## config.mk

```make
export PLATFORM = sky130hd
export DESIGN_NAME = bgp_port
export DESIGN_NICKNAME = d
export VERILOG_FILES = /design/src/core/bgp_pkg.sv /design/src/core/bgp_pin_cell.sv /design/src/core/bgp_port.sv
export SDC_FILE = /design/constraint.sdc
export NUM_CORES = 1
export LEC_CHECK = 0
export BUFFER_PORTS_ARGS = -buffer_cell sky130_fd_sc_hd__buf_4
export CORE_MARGIN = 4
export CORE_UTILIZATION = 44
export DETAILED_ROUTE_END_ITERATION = 7
export PLACE_DENSITY = 0.73
export SYNTH_ARGS = -nofsm -noshare
export SYNTH_HDL_FRONTEND = slang
export SYNTH_SLANG_ARGS = --single-unit
```

## constraint.sdc

```tcl
create_clock -name core_clk -period 2.2 [get_ports core_clk]
set_clock_uncertainty 0.05 [all_clocks]
set_input_delay 0.66 -clock core_clk [delete_from_list [all_inputs] [get_ports core_clk]]
set_output_delay 0.66 -clock core_clk [all_outputs]
set_load 0.01 [all_outputs]
```

## src/core/bgp_pkg.sv

```systemverilog
// Package with register map, field layout and reset values for the byte-wide port
package bgp_pkg;
  // ************************************************************
  // Register map and fields
  // ************************************************************
  localparam logic [7:0] BGP_ADDR_CONTROL = 8'h24;
  localparam logic [7:0] BGP_ADDR_DATA = 8'h40;
  localparam logic [7:0] BGP_ADDR_DIRECTION = 8'h47;
  localparam logic [7:0] BGP_DIR_RESET = 8'hc0;
  localparam logic [7:0] BGP_LATCH_RESET = 8'h00;
  localparam logic [7:0] BGP_CTRL_RESET = 8'h00;
  localparam int BGP_FETCH_BIT = 7;
  localparam int BGP_BOOT_HI = 6;
  localparam int BGP_BOOT_LO = 5;
  localparam int BGP_CSSEL_BIT = 4;
  localparam int BGP_MODE_HI = 3;
  localparam int BGP_MODE_LO = 2;
  localparam int BGP_ILVL_HI = 1;
  localparam int BGP_ILVL_LO = 0;
  localparam logic [1:0] BGP_MODE_IN = 2'h0;
  localparam logic [1:0] BGP_MODE_OUT = 2'h1;
  localparam logic [1:0] BGP_MODE_SLAVE = 2'h2;
  localparam logic [1:0] BGP_MODE_EXTIO = 2'h3;
  localparam logic [7:0] BGP_CTRL_WMASK = 8'h9f;

  // ************************************************************
  // Carriers
  // ************************************************************
  typedef struct packed {
    logic wr;
    logic rd;
    logic [7:0] addr;
    logic [7:0] wdata;
  } bgp_bus_s;

  typedef struct packed {
    logic slaveReadN;
    logic slaveWriteN;
    logic slaveAddrHi;
    logic slaveAddrLo;
    logic chipSelectN;
  } bgp_slave_s;
endpackage

```

## src/core/bgp_pin_cell.sv

```systemverilog
// One pin's ownership multiplexer: serial clock, then peripheral, then port
module bgp_pin_cell
  import bgp_pkg::*;
(
  input wire logic serClkSel, // Serial output clock owns the pin
  input wire logic serClkVal, // Serial clock level
  input wire logic perSel, // Peripheral owns the pin
  input wire logic perOe, // Peripheral drives the pin
  input wire logic perVal, // Peripheral level
  input wire logic portDir, // Port direction bit
  input wire logic portVal, // Port latch bit
  output logic pinOe, // Resulting enable
  output logic pinVal // Resulting level
);
  // Fixed priority keeps serial clock above every other owner
  always_comb begin
    if (serClkSel) begin
      pinOe = 1'b1;
      pinVal = serClkVal;
    end else if (perSel) begin
      pinOe = perOe;
      pinVal = perVal;
    end else begin
      pinOe = portDir;
      pinVal = portVal;
    end
  end
endmodule

```

## src/core/bgp_port.sv

```systemverilog
// Byte-wide general purpose port with slave port and external bus pin sharing
module bgp_port
  import bgp_pkg::*;
#(
  parameter int WIDTH = 8 // Pin count
)
(
  input wire logic core_clk, // Peripheral clock
  input wire logic rst, // Synchronous reset, high
  input wire logic clkEn, // Clock enable, freezes state when low
  input wire bgp_bus_s bus, // Register access request
  output logic [7:0] rdata, // Registered read data
  input wire logic [WIDTH-1:0] pinIn, // Pin levels
  output logic [WIDTH-1:0] pinOut, // Pin drive levels
  output logic [WIDTH-1:0] pinOe, // Pin output enables, high drives
  input wire logic [1:0] boot_mode_pins, // Boot mode strap levels
  input wire logic parallelBoot, // Parallel bootstrap has picked slave port
  input wire logic attention_out_n, // Slave attention level from slave port
  input wire logic other_port_pin_seven, // Chip select from another port
  input wire logic [5:0] extIoAddr, // External bus address from bus unit
  input wire logic [1:0] serClkOutSel, // Serial output clock selects, bit1 first port
  input wire logic [1:0] serClkOut, // Serial clock levels, bit1 first port
  output bgp_slave_s slaveSig, // Strobes and address to slave port
  output logic [1:0] serClkIn, // Pin one and zero levels for serial clocks
  output logic extIoEnable, // External bus enabled
  output logic slaveEnable, // Slave port active
  output logic [1:0] slaveIrqLevel, // Slave interrupt priority, zero is off
  output logic fetchIgnore // Ignore boot pins for program fetch
);
  // ************************************************************
  // Register state
  // ************************************************************
  logic [WIDTH-1:0] dir_reg, dir_next;
  logic [WIDTH-1:0] hold_reg, hold_next;
  logic holdPend_reg, holdPend_next;
  logic [WIDTH-1:0] latch_reg, latch_next;
  logic [7:0] ctrl_reg, ctrl_next;
  logic [7:0] rdata_reg, rdata_next;
  logic [WIDTH-1:0] oe_reg, oe_next;
  logic [WIDTH-1:0] out_reg, out_next;
  bgp_slave_s slv_reg, slv_next;
  logic [1:0] ser_reg, ser_next;
  logic [3:0] flags_reg, flags_next;
  logic [WIDTH-1:0] cellOe, cellVal;
  logic [WIDTH-1:0] perSel, perOe, perVal, serSel, serVal;
  logic slaveOn, extOn;

  // Mode decode; the boot strap also switches the slave pins on
  always_comb begin
    extOn = ctrl_reg[BGP_MODE_HI:BGP_MODE_LO] == BGP_MODE_EXTIO;
    slaveOn = (ctrl_reg[BGP_MODE_HI:BGP_MODE_LO] == BGP_MODE_SLAVE) || parallelBoot;
  end

  // Register writes; data goes to the holding buffer first
  always_comb begin
    dir_next = dir_reg;
    hold_next = hold_reg;
    holdPend_next = 1'b0;
    latch_next = latch_reg;
    ctrl_next = ctrl_reg;
    if (holdPend_reg) begin
      latch_next = hold_reg;
    end
    if (bus.wr) begin
      unique case (bus.addr)
        BGP_ADDR_DIRECTION: dir_next = bus.wdata[WIDTH-1:0];
        BGP_ADDR_DATA: begin
          hold_next = bus.wdata[WIDTH-1:0];
          holdPend_next = 1'b1;
        end
        BGP_ADDR_CONTROL: ctrl_next = bus.wdata & BGP_CTRL_WMASK;
        default: ;
      endcase
    end
  end

  // Read path: direction is write-only and reads as zero
  always_comb begin
    rdata_next = rdata_reg;
    if (bus.rd) begin
      unique case (bus.addr)
        BGP_ADDR_DATA: rdata_next = pinIn;
        BGP_ADDR_CONTROL: begin
          rdata_next = ctrl_reg;
          rdata_next[BGP_BOOT_HI:BGP_BOOT_LO] = boot_mode_pins;
        end
        default: rdata_next = 8'h00;
      endcase
    end
  end

  // Per-pin peripheral claims; slave strobes and address are inputs
  always_comb begin
    perSel = '0;
    perOe = '0;
    perVal = '0;
    serSel = '0;
    serVal = '0;
    if (extOn) begin
      perSel[7:2] = 6'h3f;
      perOe[7:2] = 6'h3f;
      perVal[7:2] = extIoAddr;
    end else if (slaveOn) begin
      perSel[7] = 1'b1;
      perOe[7] = 1'b1;
      perVal[7] = attention_out_n;
      perSel[5:2] = 4'hf;
      perSel[6] = ctrl_reg[BGP_CSSEL_BIT];
    end
    serSel[1:0] = serClkOutSel;
    serVal[1:0] = serClkOut;
  end

  // Pin ownership, one cell per pin
  for (genvar i = 0; i < WIDTH; i++) begin : g_pin
    bgp_pin_cell u_cell (
      .serClkSel(serSel[i]),
      .serClkVal(serVal[i]),
      .perSel(perSel[i]),
      .perOe(perOe[i]),
      .perVal(perVal[i]),
      .portDir(dir_reg[i]),
      .portVal(latch_reg[i]),
      .pinOe(cellOe[i]),
      .pinVal(cellVal[i])
    );
  end

  // Registered outputs; one cycle behind decode keeps every output on a flop
  always_comb begin
    oe_next = cellOe;
    out_next = cellVal;
    slv_next.slaveWriteN = pinIn[2];
    slv_next.slaveReadN = pinIn[3];
    slv_next.slaveAddrLo = pinIn[4];
    slv_next.slaveAddrHi = pinIn[5];
    slv_next.chipSelectN = ctrl_reg[BGP_CSSEL_BIT] ? pinIn[6] : other_port_pin_seven;
    ser_next = pinIn[1:0];
    flags_next = {extOn, slaveOn, ctrl_reg[BGP_FETCH_BIT], 1'b0};
  end

  // Single register stage for all state
  always_ff @(posedge core_clk) begin
    if (rst) begin
      dir_reg <= BGP_DIR_RESET;
      hold_reg <= BGP_LATCH_RESET;
      holdPend_reg <= 1'b0;
      latch_reg <= BGP_LATCH_RESET;
      ctrl_reg <= BGP_CTRL_RESET;
      rdata_reg <= 8'h00;
      oe_reg <= BGP_DIR_RESET;
      out_reg <= BGP_LATCH_RESET;
      slv_reg <= '1;
      ser_reg <= 2'h0;
      flags_reg <= 4'h0;
    end else if (clkEn) begin
      dir_reg <= dir_next;
      hold_reg <= hold_next;
      holdPend_reg <= holdPend_next;
      latch_reg <= latch_next;
      ctrl_reg <= ctrl_next;
      rdata_reg <= rdata_next;
      oe_reg <= oe_next;
      out_reg <= out_next;
      slv_reg <= slv_next;
      ser_reg <= ser_next;
      flags_reg <= flags_next;
    end
  end

  // Interrupt level only passes through to the slave port; no port interrupt
  assign rdata = rdata_reg;
  assign pinOut = out_reg;
  assign pinOe = oe_reg;
  assign slaveSig = slv_reg;
  assign serClkIn = ser_reg;
  assign extIoEnable = flags_reg[3];
  assign slaveEnable = flags_reg[2];
  assign fetchIgnore = flags_reg[1];
  assign slaveIrqLevel = ctrl_reg[BGP_ILVL_HI:BGP_ILVL_LO];
endmodule

```

# Word level (Yosys, flattened, before mapping)
# Cells that the tools add are included.
[word_totals] reg_bits=65 latchBits=0 mem_bits_rw=0 rom_bits=0 output_inout_bits=36 elab_cells=54 n_memories=0
[op_classes] n_addsub=0 multipliers=0 div=0 magnitude_cmp=0 n_eq_ne=5 shifts=0 muxes=28 bitwise=0 n_reduce_logical=6
[ops] operator="$mux W1" n=23
[ops] operator="$eq A8 B7 Y1 const B" n=2
[ops] operator="$pmux W8 S2" n=1
[ops] operator="$mux W6" n=2
[ops] operator="$mux W5" n=2
[ops] operator="$reduce_and A3 Y1" n=3
[ops] operator="$eq A8 B6 Y1 const B" n=1
[ops] operator="$eq A2 B2 Y1 const B" n=2
[ops] operator="$reduce_and A2 Y1" n=2
[ops] operator="$logic_or A1 B1 Y1" n=1

# Depth between registers and ports, before layout
[logic_depth] word_depth=5 mapped_depth=6 depth_no_buf=4

# Modules after synthesis
# Synthesis repeated with hierarchy kept, for this count alone.
[hier_totals] hier_cells=313 area_unflattened_um2=2941.6
[by_module_without_submodules] module="bgp_port" n_inst=1 cells_each=273 area_each_um2=2671.3 seq_area_each_um2=1301.2
[by_module_without_submodules] module="bgp_pin_cell" n_inst=8 cells_each=5 area_each_um2=33.8 seq_area_each_um2=0.0

# Worst setup path before layout
# No wires, ideal clock.
[synth_path] path_type="in2reg" startpoint="input port bus[12] (netlist name)" endpoint="register ctrl_reg[3]" setup_time_ns=0.128 t_arrival_ns=1.918 slack_ns=0.104 cell_stages=5 path_cell_list="or3b_4 or4_4 buf_6 mux2i_1 nor2_1"
[synth_via] elab_chain_cells=2
[synth_lines] item="from (decl)" line_no="bgp_port.sv:11" text="input wire bgp_bus_s bus,"
[synth_lines] item="$eq A8 B6 Y1" line_no="bgp_port.sv:65" text="unique case (bus.addr)"
[synth_lines] item="$reduce_and A3 Y1 (no source line)"
[synth_lines] item="to (signal assigned)" line_no="bgp_port.sv:161" text="ctrl_reg <= ctrl_next;"
[synth_lines] item="to (decl)" line_no="bgp_port.sv:37" text="logic [7:0] ctrl_reg, ctrl_next;"
# No other way between the ends.
# A chain may end at the register's enable or synchronous reset.

# Final worst setup path
# Ends and elaborated chain as after synthesis.

==> results by group <==
STA
  • Number of hold violations in the final report: 0
  • Unrepaired setup endpoints after global routing: false
  • Number of max-slew violations in the final report: 0
  • Final worst hold slack: 0.403 ns
  • Clock period minus final worst setup slack: 1.86 ns
  • Number of failing setup endpoints in the final timing report: 0
  • Final worst slack: 0.338 ns
  • Peak clock frequency supported by timing: 537 MHz
  • Crit share post-route: 84.6%
  • Actual slew at the worst max-slew pin: 0.463 ns
  • Worst relative slew slack: 69.1%

Logic synthesis
  • Ys Warns: 0
  • Number of standard cells after synthesis: 274
  • Net count of the mapped netlist: 318
  • Area share of the leading cell type in the synthesized netlist: 51.2%
  • Largest area contributor in the netlist: dfxtp_1
  • Post-synthesis average cell area: 9.28 sq um
  • Post-synth cell types: 35
  • Top cells by area, synth: dfxtp_1 51%, mux2i_1 10%, nor2_1 6.5%, a21oi_1 4.5%, nand2_1 3.2%
  • Post-synth design cell area: 2540 sq um
  • Number of synthesized register bits: 65
  • Seq/Total Area, Yosys: 51.2%

Setup path
  • Worst reg-to-reg setup slack: 0.71 ns
  • Crit Path Max Fanout: 6
  • Cells on worst reg2reg path: 5
  • Critical path arrival: 2.02 ns
  • Terminus of the critical flop-to-flop path: pinOe[3]$_SDFFE_PP0P_
  • R2r startpoint: ctrl_reg[3]$_SDFFE_PP0P_
  • Worst Setup End Kind: register
  • First element of the critical path: bus[12]
  • Data required time of the critical path: 2.36 ns
  • Kind of start point of the critical path: primary input
  • Critical path start-end classification: in -> reg

Global route
  • Largest net degree at the start of global routing: 32
  • GR Overflow Total: 0
  • Initial antenna violation count: 0
  • Global-route wire length before repair: 10.7 mm
  • Number of global-route vias before repair: 2206
  • Tot GR Track Use: 19.0%

Hold path
  • Type of the tightest min-delay check: reg -> reg
  • Startpoint of the tightest hold check path: latch_reg[3]$_SDFFE_PP0P_
  • End point of the most critical hold path: latch_reg[3]$_SDFFE_PP0P_
  • Worst hold path stage count: 2

Power and ir drop
  • Peak ir drop on the vdd network: 0.553 mV
  • Leakage power summed over all cells: 1.45 nW
  • Power Density: 688 nW/um^2
  • Total power: 2.36 mW

Final layout
  • Share of cells above drive strength 1: 30.9%
  • Fin cells: 434
  • Utilization after layout: 61.9%
  • Net total in the final layout: 401
  • Commonest cells after routing, fill and taps aside: 90 x buf_4, 65 x dfxtp_1, 44 x nor2_1
  • Layout overhead on the synthesized area: 34.9%
  • Antenna diodes: 0
  • Number of fillers in the final layout: 505
  • Most common cell after layout, fill and taps aside: buf_4

Route
  • Starting DRT DRC Count: 130
  • Routed length per placed instance: 14.9 um
  • Post-DR vias/cell: 5.26
  • Post-detailed-routing wire length: 6.46 mm
  • Number of detailed-route iterations in the first pass: 4
  • Total DRC errors in the routed layout: 0
  • Count of vias placed by the detailed router: 2282
  • Post-route ant nets: 0

Floorplanning
  • Effective utilization at floorplan: 45.9%
  • Die outline width: 84.0 um
  • Die footprint: 7060 sq um
  • Top Ports: 80
  • Die H: 84.0 um
  • Total number of placement rows: 27
  • Placeable core region: 5540 sq um

CTS
  • Count of buffers added by post-CTS timing repair for setup: 0
  • Clock transition at the registers of the reported paths: 0.07 ns
  • Buffer type at the clock tree root: clkbuf_8
  • Clk sinks: 65
  • Resized Gates After CTS: 0
  • Hold-fix buffers at CTS: 0
  • CTS tree: done
  • CTS H-tree lvls: 3
  • Latest clock arrival within the worst-skew pair: 0.33 ns
  • Maximum number of buffers from clock root to sink: 2
  • Number of buffers created by CTS: 9

Placed design
  • Number of placed cells counting well taps: 418
  • Placed wire-length estimate after detailed placement: 4.58 mm
  • Place WS: -0.00346 ns
  • Gp weighted congestion: 0.758
  • Number of buffers added on ports: 79

Run status
  • Run status: completed

Job
  • Max-cap viol count: 0
synthesized netlist by cell type:
| cell | instances |
|---|---|
| a221oi_1 | 4 |
| or4b_1 | 1 |
| nor4_1 | 1 |
| o21ai_0 | 9 |
| a22oi_1 | 9 |
| or4_1 | 1 |
| inv_1 | 2 |
| nor3_4 | 1 |
| a211o_1 | 7 |
| a211oi_1 | 4 |
| nor2b_1 | 7 |
| buf_2 | 1 |
| dfxtp_1 | 65 |
| or2_2 | 1 |
| nand4b_1 | 1 |
| nor2_1 | 44 |
| nand3b_1 | 2 |
| a2111oi_0 | 1 |
| a21oi_1 | 23 |
| nand2b_1 | 1 |
| o211ai_1 | 2 |
| or4_4 | 1 |
| clkbuf_1 | 13 |
| buf_6 | 1 |
| or2b_2 | 1 |
| o2bb2ai_1 | 1 |
| buf_1 | 1 |
| buf_4 | 2 |
| mux2i_1 | 26 |
| nand2_1 | 22 |
| nand3_1 | 10 |
| and3_1 | 5 |
| or3b_4 | 1 |
| clkbuf_8 | 1 |
| nor3_1 | 2 |
worst max-delay path by stage:
stage / endpoint / slack (ns) / depth (start not counted)
4_1_cts: ctrl_reg[3]$_SDFFE_PP0P_ / 0.35 / 5
2_1_floorplan: ctrl_reg[3]$_SDFFE_PP0P_ / 0.10 / 5
5_1_grt: ctrl_reg[2]$_SDFFE_PP0P_ / 0.30 / 5
3_3_place_gp: hold_reg[1]$_SDFFE_PP0P_ / 0.02 / 6
3_5_place_dp: ctrl_reg[3]$_SDFFE_PP0P_ / -0.003 / 5
6_report: ctrl_reg[3]$_SDFFE_PP0P_ / 0.34 / 5
cell families after synthesis:
family                 Yosys count  synth area share [%]
buffers and inverters           21                  4.13
flip-flops                      65                  51.2
AO/OA/AOI/OAI                   60                  15.2
AND/OR/NAND/NOR                102                  19.3
multiplexers                    26                  10.2
area by class of cell:
cell class | count | area, sq um | area share (%)
tap | 72 | 90.1 | 2.63
timing repair buffer | 91 | 696 | 20.3
multi-input combinational | 188 | 1140 | 33.3
clock inverter | 2 | 10.0 | 0.292
inverter | 2 | 7.51 | 0.219
sequential | 65 | 1300 | 37.9
clock buffer | 14 | 183 | 5.32
critical path: stages:
cell,delay [ns]
buf_4,0.11
or3b_4,0.39
or4_4,0.61
mux2i_1,0.19
nor2_1,0.06
layer usage:
layer	track usage (%)	share of wire (%)
met1	24.4	46
met2	30.4	47
met3	5.63	5.1
met4	6.58	1.2
met5	0	0
power breakdown:
| group | leakage, nW | internal [mW] | total [mW] | switching [mW] |
|---|---|---|---|---|
| Clock | 0.102 | 0.529 | 0.956 | 0.426 |
| Sequential | 0.527 | 1.19 | 1.20 | 0.00860 |
| Combinational | 0.817 | 0.104 | 0.202 | 0.0975 |
through the flow:
stage / setup TNS, ns / instance area, sq um
after detailed placement: -0.00346 / 3240
after floorplan: 0 / 2540
after global routing: 0 / 3430
after global placement: 0 / 3240
after CTS: 0 / 3430
final: 0 / 3430
Power figures use the tool's default switching activity.
